**config.mk**
```make
export PLATFORM = sky130hd
export DESIGN_NAME = sdwc_core
export DESIGN_NICKNAME = d
export VERILOG_FILES = /design/src/include/sdwc_pkg.sv /design/src/hdl/sdwc_sync.sv /design/src/hdl/sdwc_nvw_timer.sv /design/src/hdl/sdwc_core.sv
export VERILOG_INCLUDE_DIRS = /design/src /design/src/include
export SDC_FILE = /design/constraint.sdc
export NUM_CORES = 1
export LEC_CHECK = 0
export ABC_AREA = 0
export BUFFER_PORTS_ARGS = -buffer_cell sky130_fd_sc_hd__buf_2
export CORE_AREA = 2 2 124 126
export DETAILED_ROUTE_END_ITERATION = 7
export DIE_AREA = 0 0 126 128
export HOLD_SLACK_MARGIN = 0.03
export PLACE_DENSITY_LB_ADDON = 0.08
export SYNTH_ARGS = -nofsm -noshare
export SYNTH_HDL_FRONTEND = slang
export SYNTH_SLANG_ARGS = --single-unit
```
**constraint.sdc**
```tcl
create_clock -name core_clk -period 3.5 [get_ports core_clk]
set_input_delay 0.7 -clock core_clk [delete_from_list [all_inputs] [get_ports core_clk]]
set_output_delay 0.7 -clock core_clk [all_outputs]
set_load 0.005 [all_outputs]
```
**src/include/sdwc_defs.svh**
```systemverilog
// Purpose: constants of the dual wiper serial control block
// Assumes: core clock 20 MHz
// Notes:   timing counts derive from printed times
`ifndef SDWC_DEFS_SVH
`define SDWC_DEFS_SVH

`define SDWC_CLK_HZ        20000000
`define SDWC_NVW_TIME_MS   20
`define SDWC_NVW_CYCLES    ((`SDWC_NVW_TIME_MS * `SDWC_CLK_HZ) / 1000)
`define SDWC_ID_BYTE       8'h50
`define SDWC_OP_READ       4'hb
`define SDWC_OP_WRITE      4'hc
`define SDWC_ADDR_W0       4'h0
`define SDWC_ADDR_W1       4'h1
`define SDWC_ADDR_GP_LAST  4'h6
`define SDWC_ADDR_ACR      4'h8
`define SDWC_WIPER_RESET   7'h40
`define SDWC_ACR_VOL       7
`define SDWC_ACR_SHUTDOWN_N      6
`define SDWC_ACR_WIP       5
`define SDWC_BIT_LAST      3'h7

`endif

```
**src/include/sdwc_pkg.sv**
```systemverilog
// Purpose: types of the dual wiper serial control block
// Assumes: nothing
// Notes:   constants live in sdwc_defs.svh
package sdwc_pkg;
  typedef enum logic [1:0] {
    SDWC_ID   = 2'b00,
    SDWC_CMD  = 2'b01,
    SDWC_DATA = 2'b10,
    SDWC_SKIP = 2'b11
  } sdwc_phase_t;
endpackage

```
**src/hdl/sdwc_sync.sv**
```systemverilog
// Purpose: three-stage pin synchroniser with agreement check
// Assumes: input from another domain
// Notes:   stage one feeds only stage two
module sdwc_sync (
  input  wire logic core_clk,
  input  wire logic reset_n,
  input  wire logic pin_in,
  input  wire logic reset_val,
  output logic      level_out
);
  logic s1_reg;
  logic s2_reg;
  logic s3_reg;

  always_ff @(posedge core_clk or negedge reset_n) begin
    if (!reset_n) begin
      s1_reg    <= 1'b0;
      s2_reg    <= 1'b0;
      s3_reg    <= 1'b0;
      level_out <= 1'b0;
    end else begin
      s1_reg <= pin_in;
      s2_reg <= s1_reg;
      s3_reg <= s2_reg;
      // Change counts once stages two and three agree
      if (s2_reg == s3_reg) begin
        level_out <= s3_reg;
      end
    end
  end
endmodule

```
**src/hdl/sdwc_nvw_timer.sv**
```systemverilog
// Purpose: self-timed non-volatile write cycle
// Assumes: start is a one-cycle pulse
// Notes:   count is a parameter so benches can shorten it
`include "sdwc_defs.svh"
module sdwc_nvw_timer #(
  parameter int unsigned NVW_CYCLES = `SDWC_NVW_CYCLES
) (
  input  wire logic core_clk,
  input  wire logic reset_n,
  input  wire logic start,
  output logic      busy
);
  logic [19:0] count_reg;

  always_ff @(posedge core_clk or negedge reset_n) begin
    if (!reset_n) begin
      count_reg <= 20'h00000;
      busy      <= 1'b0;
    end else if (start && !busy) begin
      count_reg <= 20'(NVW_CYCLES - 1);
      busy      <= 1'b1;
    end else if (busy) begin
      count_reg <= count_reg - 20'h00001;
      busy      <= (count_reg != 20'h00000);
    end
  end
endmodule

```
**src/hdl/sdwc_core.sv**
```systemverilog
// Purpose: serial slave and control for two wiper position registers
// Assumes: SPI mode 0, serial clock well below core clock
// Notes:   non-volatile store modelled as flip-flops
//
// Behaviour
// - Wiper value drives tap select output
// - Shutdown opens ends, wiper to low
// - Wiper registers kept through shutdown
// - Run only when pin and bit high
// - Serial access continues during shutdown
// - Output only pulls low or releases
// - Read data shifts on falling edge
// - Sample input on rising edge, selected
// - Ignore activity until first select fall
// - Select low makes device active
// - Select high releases output, ignores clock
// - Standby when deselected unless writing
// - Non-volatile write self-timed after deselect
// - Read code 1011, write code 1100
// - Bytes travel most significant bit first
// - Writes rejected while write in progress
// - Shutdown bit resets to one
`include "sdwc_defs.svh"
module sdwc_core
  import sdwc_pkg::*;
#(
  parameter int unsigned NVW_CYCLES = `SDWC_NVW_CYCLES
) (
  input  wire logic  core_clk,
  input  wire logic  reset_n,
  input  wire logic  sck,
  input  wire logic  cs_n,
  input  wire logic  sdi,
  input  wire logic  shutdown_n,
  output logic       sdo_out,
  output logic       sdo_oe,
  output logic [6:0] tap_sel0,
  output logic [6:0] tap_sel1,
  output logic       ends_open,
  output logic       wiper_to_low,
  output logic       standby,
  output logic       write_in_progress
);
  // ************************
  // Input synchronisers
  // ************************
  logic sck_s;
  logic cs_n_s;
  logic sdi_s;
  logic shutdown_n_s;
  logic sck_d_reg;
  logic cs_n_d_reg;

  sdwc_sync u_sck  (.core_clk(core_clk), .reset_n(reset_n), .pin_in(sck),        .reset_val(1'b0), .level_out(sck_s));
  sdwc_sync u_cs   (.core_clk(core_clk), .reset_n(reset_n), .pin_in(cs_n),       .reset_val(1'b1), .level_out(cs_n_s));
  sdwc_sync u_sdi  (.core_clk(core_clk), .reset_n(reset_n), .pin_in(sdi),        .reset_val(1'b0), .level_out(sdi_s));
  sdwc_sync u_shutdown_n (.core_clk(core_clk), .reset_n(reset_n), .pin_in(shutdown_n), .reset_val(1'b0), .level_out(shutdown_n_s));

  // ************************
  // Edge detection
  // ************************
  logic armed_reg;
  logic sck_rise;
  logic sck_fall;
  logic cs_fall;
  logic cs_rise;
  logic active;

  // Select reads as low at reset, so a pin high is needed first
  assign cs_fall  = cs_n_d_reg & ~cs_n_s;
  assign cs_rise  = ~cs_n_d_reg & cs_n_s;
  assign active   = armed_reg & ~cs_n_s;
  assign sck_rise = active & ~sck_d_reg & sck_s;
  assign sck_fall = active & sck_d_reg & ~sck_s;

  always_ff @(posedge core_clk or negedge reset_n) begin
    if (!reset_n) begin
      sck_d_reg  <= 1'b0;
      cs_n_d_reg <= 1'b0;
      armed_reg  <= 1'b0;
    end else begin
      sck_d_reg  <= sck_s;
      cs_n_d_reg <= cs_n_s;
      if (cs_fall) begin
        armed_reg <= 1'b1;
      end
    end
  end

  // ************************
  // Registers
  // ************************
  logic [6:0] wiper_position_reg [2];
  logic [6:0] initial_value_store [2];
  logic [7:0] gp_store_reg [5];
  logic       vol_reg;
  logic       shutdown_n_bit_reg;
  logic       nvw_busy;
  logic       nvw_pend_reg;
  logic       nvw_start;

  // ************************
  // Serial shifter
  // ************************
  sdwc_phase_t phase_reg;
  logic [2:0]  bit_cnt_reg;
  logic [7:0]  shift_in_reg;
  logic [7:0]  shift_out_reg;
  logic [3:0]  addr_reg;
  logic        is_read_reg;
  logic [7:0]  byte_in;
  logic        byte_done;
  logic [7:0]  rd_data;
  logic [3:0]  addr_inc;
  logic        wr_ok;
  logic        wr_byte;

  assign byte_in   = {shift_in_reg[6:0], sdi_s};
  assign byte_done = sck_rise & (bit_cnt_reg == `SDWC_BIT_LAST);
  assign wr_ok     = ~nvw_busy;
  assign wr_byte   = byte_done & (phase_reg == SDWC_DATA) & ~is_read_reg & wr_ok;
  assign nvw_start = nvw_pend_reg & cs_n_s;

  function automatic logic [3:0] next_addr(input logic [3:0] a);
    // Pointer wraps after the last general purpose slot
    if (a == `SDWC_ADDR_GP_LAST) begin
      next_addr = `SDWC_ADDR_W0;
    end else if (a < `SDWC_ADDR_GP_LAST) begin
      next_addr = a + 4'h1;
    end else begin
      next_addr = a;
    end
  endfunction

  function automatic logic [7:0] read_reg(input logic [3:0] a);
    if (a == `SDWC_ADDR_ACR) begin
      read_reg = {vol_reg, shutdown_n_bit_reg, nvw_busy, 5'h00};
    end else if (a <= `SDWC_ADDR_W1) begin
      read_reg = {1'b0, vol_reg ? wiper_position_reg[a[0]] : initial_value_store[a[0]]};
    end else if (a <= `SDWC_ADDR_GP_LAST) begin
      read_reg = gp_store_reg[3'(a - 4'h2)];
    end else begin
      read_reg = 8'h00;
    end
  endfunction

  assign addr_inc = next_addr(addr_reg);
  assign rd_data  = read_reg(byte_done && phase_reg == SDWC_CMD ? byte_in[3:0] : addr_inc);

  always_ff @(posedge core_clk or negedge reset_n) begin
    if (!reset_n) begin
      phase_reg     <= SDWC_ID;
      bit_cnt_reg   <= 3'h0;
      shift_in_reg  <= 8'h00;
      shift_out_reg <= 8'hff;
      addr_reg      <= 4'h0;
      is_read_reg   <= 1'b0;
    end else if (!active) begin
      phase_reg     <= SDWC_ID;
      bit_cnt_reg   <= 3'h0;
      shift_out_reg <= 8'hff;
    end else if (sck_rise) begin
      bit_cnt_reg  <= bit_cnt_reg + 3'h1;
      shift_in_reg <= byte_in;
      if (byte_done) begin
        unique case (phase_reg)
          SDWC_ID: begin
            phase_reg <= (byte_in == `SDWC_ID_BYTE) ? SDWC_CMD : SDWC_SKIP;
          end
          SDWC_CMD: begin
            addr_reg    <= byte_in[3:0];
            is_read_reg <= (byte_in[7:4] == `SDWC_OP_READ);
            phase_reg   <= (byte_in[7:4] == `SDWC_OP_READ || byte_in[7:4] == `SDWC_OP_WRITE)
                           ? SDWC_DATA : SDWC_SKIP;
            shift_out_reg <= read_reg(byte_in[3:0]);
          end
          SDWC_DATA: begin
            addr_reg      <= addr_inc;
            shift_out_reg <= rd_data;
          end
          SDWC_SKIP: begin
            phase_reg <= SDWC_SKIP;
          end
        endcase
      end
    end
  end

  // ************************
  // Output driver
  // ************************
  logic out_bit_reg;
  logic first_reg;

  // Bit 7 goes out on the first fall after the command byte
  always_ff @(posedge core_clk or negedge reset_n) begin
    if (!reset_n) begin
      out_bit_reg <= 1'b1;
      first_reg   <= 1'b1;
    end else if (!active) begin
      out_bit_reg <= 1'b1;
      first_reg   <= 1'b1;
    end else if (sck_fall && phase_reg == SDWC_DATA && is_read_reg) begin
      out_bit_reg <= shift_out_reg[3'h7 - bit_cnt_reg];
      first_reg   <= 1'b0;
    end
  end

  assign sdo_out = 1'b0;
  always_ff @(posedge core_clk or negedge reset_n) begin
    if (!reset_n) begin
      sdo_oe <= 1'b0;
    end else begin
      sdo_oe <= active & is_read_reg & (phase_reg == SDWC_DATA) & ~first_reg & ~out_bit_reg;
    end
  end

  // ************************
  // Register writes
  // ************************
  logic wr_wiper;
  logic wr_nv;
  logic wr_acr;
  logic wr_gp;

  assign wr_wiper = wr_byte & (addr_reg <= `SDWC_ADDR_W1);
  assign wr_nv    = wr_wiper & ~vol_reg;
  assign wr_acr   = wr_byte & (addr_reg == `SDWC_ADDR_ACR);
  assign wr_gp    = wr_byte & (addr_reg > `SDWC_ADDR_W1) & (addr_reg <= `SDWC_ADDR_GP_LAST);

  always_ff @(posedge core_clk or negedge reset_n) begin
    if (!reset_n) begin
      wiper_position_reg[0]  <= `SDWC_WIPER_RESET;
      wiper_position_reg[1]  <= `SDWC_WIPER_RESET;
      initial_value_store[0] <= `SDWC_WIPER_RESET;
      initial_value_store[1] <= `SDWC_WIPER_RESET;
      for (int i = 0; i < 5; i++) begin
        gp_store_reg[i] <= 8'h00;
      end
      vol_reg      <= 1'b0;
      shutdown_n_bit_reg <= 1'b1;
      nvw_pend_reg <= 1'b0;
    end else begin
      if (wr_wiper) begin
        wiper_position_reg[addr_reg[0]] <= byte_in[6:0];
      end
      if (wr_nv) begin
        initial_value_store[addr_reg[0]] <= byte_in[6:0];
      end
      if (wr_gp) begin
        gp_store_reg[3'(addr_reg - 4'h2)] <= byte_in;
      end
      if (wr_acr) begin
        vol_reg      <= byte_in[`SDWC_ACR_VOL];
        shutdown_n_bit_reg <= byte_in[`SDWC_ACR_SHUTDOWN_N];
      end
      if (wr_nv || wr_gp) begin
        nvw_pend_reg <= 1'b1;
      end else if (nvw_start) begin
        nvw_pend_reg <= 1'b0;
      end
    end
  end

  sdwc_nvw_timer #(.NVW_CYCLES(NVW_CYCLES)) u_nvw (
    .core_clk (core_clk),
    .reset_n  (reset_n),
    .start    (nvw_start),
    .busy     (nvw_busy)
  );

  // ************************
  // Analog control outputs
  // ************************
  logic run;
  assign run = shutdown_n_s & shutdown_n_bit_reg;

  always_ff @(posedge core_clk or negedge reset_n) begin
    if (!reset_n) begin
      tap_sel0          <= `SDWC_WIPER_RESET;
      tap_sel1          <= `SDWC_WIPER_RESET;
      ends_open         <= 1'b1;
      wiper_to_low      <= 1'b1;
      standby           <= 1'b1;
      write_in_progress <= 1'b0;
    end else begin
      tap_sel0          <= wiper_position_reg[0];
      tap_sel1          <= wiper_position_reg[1];
      ends_open         <= ~run;
      wiper_to_low      <= ~run;
      standby           <= cs_n_s & ~nvw_busy & ~nvw_pend_reg;
      write_in_progress <= nvw_busy | nvw_pend_reg;
    end
  end
endmodule

```
==> results.cfg, run 1 <==
[detailed_routing]
drt_iter0_drc = 394
vias = 5670
drc = 0
dr.pass1.iters = 5
ant_nets = 0
routedWlPerCell_um = 21.7
drt_wl_total_um = 19500
avgViaCountPerCell = 6.31

[clock_tree]
cts_hold_buf = 0
cts_buffers = 17
cts_resized = 0
htree_levels = 4
path_clk_slew_ns = 0.06
clock_sinks = 156
cts_tree = yes
post_cts_buffers = 0
cts.path.max_buffers = 2
clockRootBuffer = clkbuf_16
clk_latency_ns = 0.43

[synthesis]
synth_xor_area_frac = 0.0152
synthMuxAreaShare = 0.186
synthAdderAreaFrac = 0.0254
synth_top_family_by_area = multiplexers
async_flop_share = 1.00
synth.top_cell.area_share = 0.429
syn_area_per_cell_um2 = 11.8
synthSimpleGateAreaFrac = 0.122
synth_compound_area_frac = 0.125
synth_edf_count = 0
netlist_area_mm2 = 0.00799
ys_ff_latch = 156
ys_seq_area_frac = 0.491
ys_types = 71
yosys.area.top_type = dfrtp_1
ys_warn_count = 0
synth_ff_type = dfrtp_1
syn_nets = 695
synthCells = 676
synth_area_leaders = dfrtp_1, mux2_2, dfstp_2

[sta]
finalHoldViolCount = 0
rsz0062_at_grt = false
relSlewSlack = 0.356
setup_slack_ns = 0.300
final.setup.tns_ns = 0
max_freq_mhz = 312
setup_viol = 0
timing.final.crit_share = 0.914
fin_crit_ns = 3.20
finClkSkew_ns = 0.00953
slew_viol_final = 0
worstMarginPinSlew_ns = 0.961

[setup_path]
crit_arrival_ns = 3.54
end_kind = flip-flop
crit_path_start_kind = flip-flop
required_ns = 3.84
worstSetupPathType = reg -> reg
crit_fanout = 11

[global_routing]
grt_pass1_vias = 5737
grt_antenna_before_repair = 0
overflow = 0
grtUsageTotal = 0.258
grt_pass1_wl_um = 32000
grt_max_degree = 69

[place]
hpwl_um = 13900
io_buffers = 24
gp_congestion = 0.955
dpl_worst_slack_ns = 0.178

[floorplan]
die_area_mm2 = 0.0161
die_h_um = 128
io_pins = 26
initial_utilization = 0.538
coreArea_mm2 = 0.0149
rows = 45
dieWidth_um = 126

[power]
cellLeakagePower_nw = 3.94
ir_drop_v = 0.000332
power_density_mw_per_mm2 = 486

[layout]
antenna_cells = 0
finalNetCount = 716
largest_reg_flops = 40
syn2layout_area_growth_pct = 12.0
drive_above_1_share = 0.292

[flow_run]
cap_violations = 0

[run_status]
status = complete, no violations

[hold_path]
hold_class = in -> async
critical path, cell delays in order (launching register included):
cell     delay (ns)
dfrtp_2        0.49
inv_1          0.19
ha_1           0.36
nor2b_1        0.16
o32a_1         0.26
a21oi_2        0.20
inv_1          0.08
ha_1           0.33
inv_1          0.26
a211o_2        0.28
a21oi_1        0.06
o31ai_1        0.30
a31oi_1        0.13
where the power goes:
group	leakage, nW	switching [mW]	total (mW)	internal [mW]
clock network	0.282	0.809	1.89	1.08
registers	2.05	0.157	2.02	1.86
logic	1.61	0.294	0.447	0.153
cells in the final DEF, fill, tap and decap left out, types with 4 or more instances in the layout:
cell type and n:
buf_4 23, nor3_1 15, nand2_1 31, inv_8 5
a31oi_1 7, dfrtp_1 136, o21ai_0 13, mux2i_1 10
o211ai_1 36, nor2b_1 9, o31ai_1 7, dfstp_2 19
ha_1 13, nand2b_1 7, a211oi_1 8, nand3b_1 4
a21oi_1 35, mux2_2 69, nand3_1 8, inv_1 19
xor2_1 5, or3_1 4, clkbuf_16 17, nor2_1 39
o221ai_1 5, mux4_2 20, o21a_1 4, clkinvlp_4 5
xnor2_1 7, nor3b_1 18, buf_2 23, mux2_1 14
maj3_1 4
metrics by stage:
stage / area [µm²] / cells / util / power [mW] / hold WS, ns
3_3_place_gp: 8340 / 866 / 0.561 / 2.48 / 0.335
2_1_floorplan: 7990 / 676 / - / 2.28 / 0.331
6_report: 8950 / 898 / 0.602 / 4.35 / 0.261
4_1_cts: 8950 / 898 / 0.602 / 4.38 / 0.283
5_1_grt: 8950 / 898 / 0.602 / 4.52 / 0.313
3_5_place_dp: 8340 / 866 / 0.561 / 2.50 / 0.340
synthesized netlist by cell type (3+ instances only):
library cell  count
a211oi_1          8
nand2_1          31
nor3_1           15
buf_1             6
dfrtp_1         137
o21a_1            4
dfstp_2          19
xnor2_1           7
nand3b_1          4
nor4_1            3
or3_1             4
mux4_2           20
and2_1            3
o31ai_1           7
inv_1            19
xor2_1            5
and3_1            3
a31oi_1           7
nor2_1           39
ha_1             13
nor2b_1           9
buf_2            12
o21ai_0          13
a22oi_1           3
mux2_2           69
nor3b_1          18
buf_4             4
nor4_4            3
mux2i_1          10
nand2b_1          7
clkbuf_1         24
a221oi_1          3
o211ai_1         36
nand3_1           8
mux2_1           14
maj3_1            4
a21oi_1          35
o221ai_1          5
cell families (layout without fill, tap and decap cells):
logic type               count (synthesis)  after routing
buffers and inverters                   65             99
AO/OA/AOI/OAI                          144            144
multiplexers                           113            113
other                                    1              1
flip-flops                             156            156
adder cells (fa/ha/maj)                 17             17
XOR/XNOR                                13             13
AND/OR/NAND/NOR                        167            167
worst paths after layout:
| check | start | endpoint | slack [ns] | cells after the start |
|---|---|---|---|---|
| worst max-delay path | addr_reg[0] | shift_out_reg[5] | 0.30 | 12 |
| worst min-delay path | reset_n | u_cs.s3_reg | 0.26 | 1 |
| worst max register to register | addr_reg[0] | shift_out_reg[5] | 0.30 | 12 |
| worst min register to register | u_cs.s1_reg | u_cs.s2_reg | 0.35 | 0 |
| max in group asynchronous | reset_n | shift_out_reg[2] | 2.41 | 2 |
| min in group core_clk | u_cs.s1_reg | u_cs.s2_reg | 0.35 | 0 |
area by class of cell:
cell class	count	area [µm²]
Multi-Input combinational cell	455	3790
Clock inverter	15	180
Sequential cell	156	3930
Timing Repair Buffer	48	319
Fill cell	1205	5910
Clock buffer	17	425
Tap cell	188	235
Inverter	19	71.3
per-layer routing:
metal / track usage / part of all wire
met3: 0.0434 / 0.045
met5: 0 / 0
met2: 0.420 / 0.49
met1: 0.357 / 0.44
met4: 0.0802 / 0.018
Note: power is estimated with default switching activity, not from simulation.
==> run 2: changes to the inputs <==
- CORE_AREA: 2 2 124 126 -> 2 2 118 132
- DIE_AREA: 0 0 126 128 -> 0 0 120 134
==> run 2 against run 1 <==
Fmax increased by 4.4%. Cell count increased by 2.2%. First-iteration DRC count increased by 10%. Worst hold slack improved by 0.013 ns. Clock skew increased by 0.0016 ns. Total power increased by 4.0%. Register-to-register slack improved by 0.14 ns. Critical path depth decreased by 1. Via count increased by 0.71%. Critical path type unchanged. Highest routed layer unchanged.
==> results.cfg, run 2 (synthesis results as in run 1) <==
[run_status]
status = complete, no violations

[detailed_routing]
drt_iter0_drc = 435
vias = 5710
wl_met1_um = 9330
drt_wl_total_um = 21000
routed.top_layer = met4
routedWlPerCell_um = 22.8
avgViaCountPerCell = 6.22
dr.pass1.iters = 5
ant_nets = 0
met3_length_um = 1160
drc = 0
wl_met2_um = 10100

[layout]
largest_reg_flops = 40
multi_input_area_mm2 = 0.00379
post-route-util = 0.617
drive_above_1_share = 0.301
regArea_mm2 = 0.00393
syn2layout_area_growth_pct = 14.0
nFillCells = 1195
antenna_cells = 0
finalNetCount = 728
final_cell_mix = dfrtp_1, mux2_2, nor2_1
final_common_cell = dfrtp_1

[setup_path]
rr_startpoint = addr_reg[1]
regToRegEndpoint = shift_out_reg[7]
endpoint = shift_out_reg[7]
worstSetupStartpoint = addr_reg[1]
worstSetupPathType = reg -> reg
required_ns = 3.83
crit_path_start_kind = flip-flop
r2r_cells = 11
crit_fanout = 8
r2r_slack_ns = 0.44
end_kind = flip-flop
crit_arrival_ns = 3.40

[sta]
final.setup.tns_ns = 0
worstMarginPinSlew_ns = 0.869
finClkSkew_ns = 0.0112
setup_viol = 0
relSlewSlack = 0.418
timing.final.crit_share = 0.876
max_freq_mhz = 326
fin_crit_ns = 3.06
finalHoldViolCount = 0
slew_viol_final = 0
rsz0062_at_grt = false

[floorplan]
rows = 47
io_pins = 26
coreArea_mm2 = 0.0148
die_area_mm2 = 0.0161
dieWidth_um = 120
die_h_um = 134
initial_utilization = 0.541

[clock_tree]
cts_tree = yes
clk_latency_ns = 0.43
cts_hold_buf = 0
clockRootBuffer = clkbuf_16
htree_levels = 4
cts.path.max_buffers = 2
clock_sinks = 156
cts_resized = 0
post_cts_buffers = 0
path_clk_slew_ns = 0.07
cts_buffers = 17

[power]
total_power_mw = 4.52
cellLeakagePower_nw = 4.05
ir_drop_v = 0.000413
power_density_mw_per_mm2 = 496

[global_routing]
grt_pass1_vias = 5947
overflow = 0
grt_max_degree = 81
grt_pass1_wl_um = 33700
grtUsageTotal = 0.280
grt_antenna_before_repair = 0

[place]
io_buffers = 24
hpwl_um = 14900
gp_congestion = 0.982

[hold_path]
hold_class = in -> async

[flow_run]
cap_violations = 0
==> run 2: changes by cell type in the layout (fill, tap and decap cells not counted), sizes merged <==
cell      previous run  this run
clkinv               2         4
clkinvlp             5         1
buf                 48        60
bufinv               2         4
==> run 2: how the worst min path moves through the flow <==
stage	to
floorplan	u_cs.s2_reg
global placement	u_cs.s2_reg
detailed placement	u_sck.s2_reg
CTS	tap_sel1[3]
global route	tap_sel1[3]
finish	wiper_position_reg[3]
==> run 2: metrics by stage <==
stage	cell area (µm²)	hold WS, ns	std cells	setup WS, ns
final	9110	0.274	918	0.435
after global routing	9110	0.345	918	0.210
after CTS	9110	0.310	918	0.443
after detailed placement	8460	0.335	886	0.461
after global placement	8460	0.334	886	0.550
after floorplan	7990	0.331	676	0.172
==> run 2: metal layers <==
metal | vias to the layer above | track usage
li1 | 2572 | -
met3 | 27 | 0.0616
met5 | - | 0
met2 | 184 | 0.444
met1 | 2927 | 0.382
met4 | 0 | 0.101
==> run 2: cell type report <==
cell class | instances | share of cell area
tap | 196 | 0.0269
timing repair buffer | 60 | 0.0463
sequential | 156 | 0.431
inverter | 19 | 0.00783
multi-input combinational | 455 | 0.416
clock buffer | 17 | 0.0467
clock inverter | 15 | 0.0253
==> run 2: power by group <==
part | switching (mW) | leakage (nW) | internal [mW] | total [mW]
sequential | 0.163 | 2.06 | 1.86 | 2.02
combinational | 0.306 | 1.67 | 0.159 | 0.465
clock | 0.809 | 0.317 | 1.22 | 2.03
total | 1.28 | 4.05 | 3.24 | 4.52
==> run 2: worst max-delay path, cell delays in order (launching register included) <==
cell and delay, ns:
dfrtp_1 0.39, inv_1 0.22, ha_1 0.30, nor2b_1 0.15
o32a_1 0.26, a21oi_2 0.18, inv_1 0.08, ha_1 0.30
inv_1 0.27, a211o_1 0.38, o2111ai_1 0.14, a221oi_1 0.29
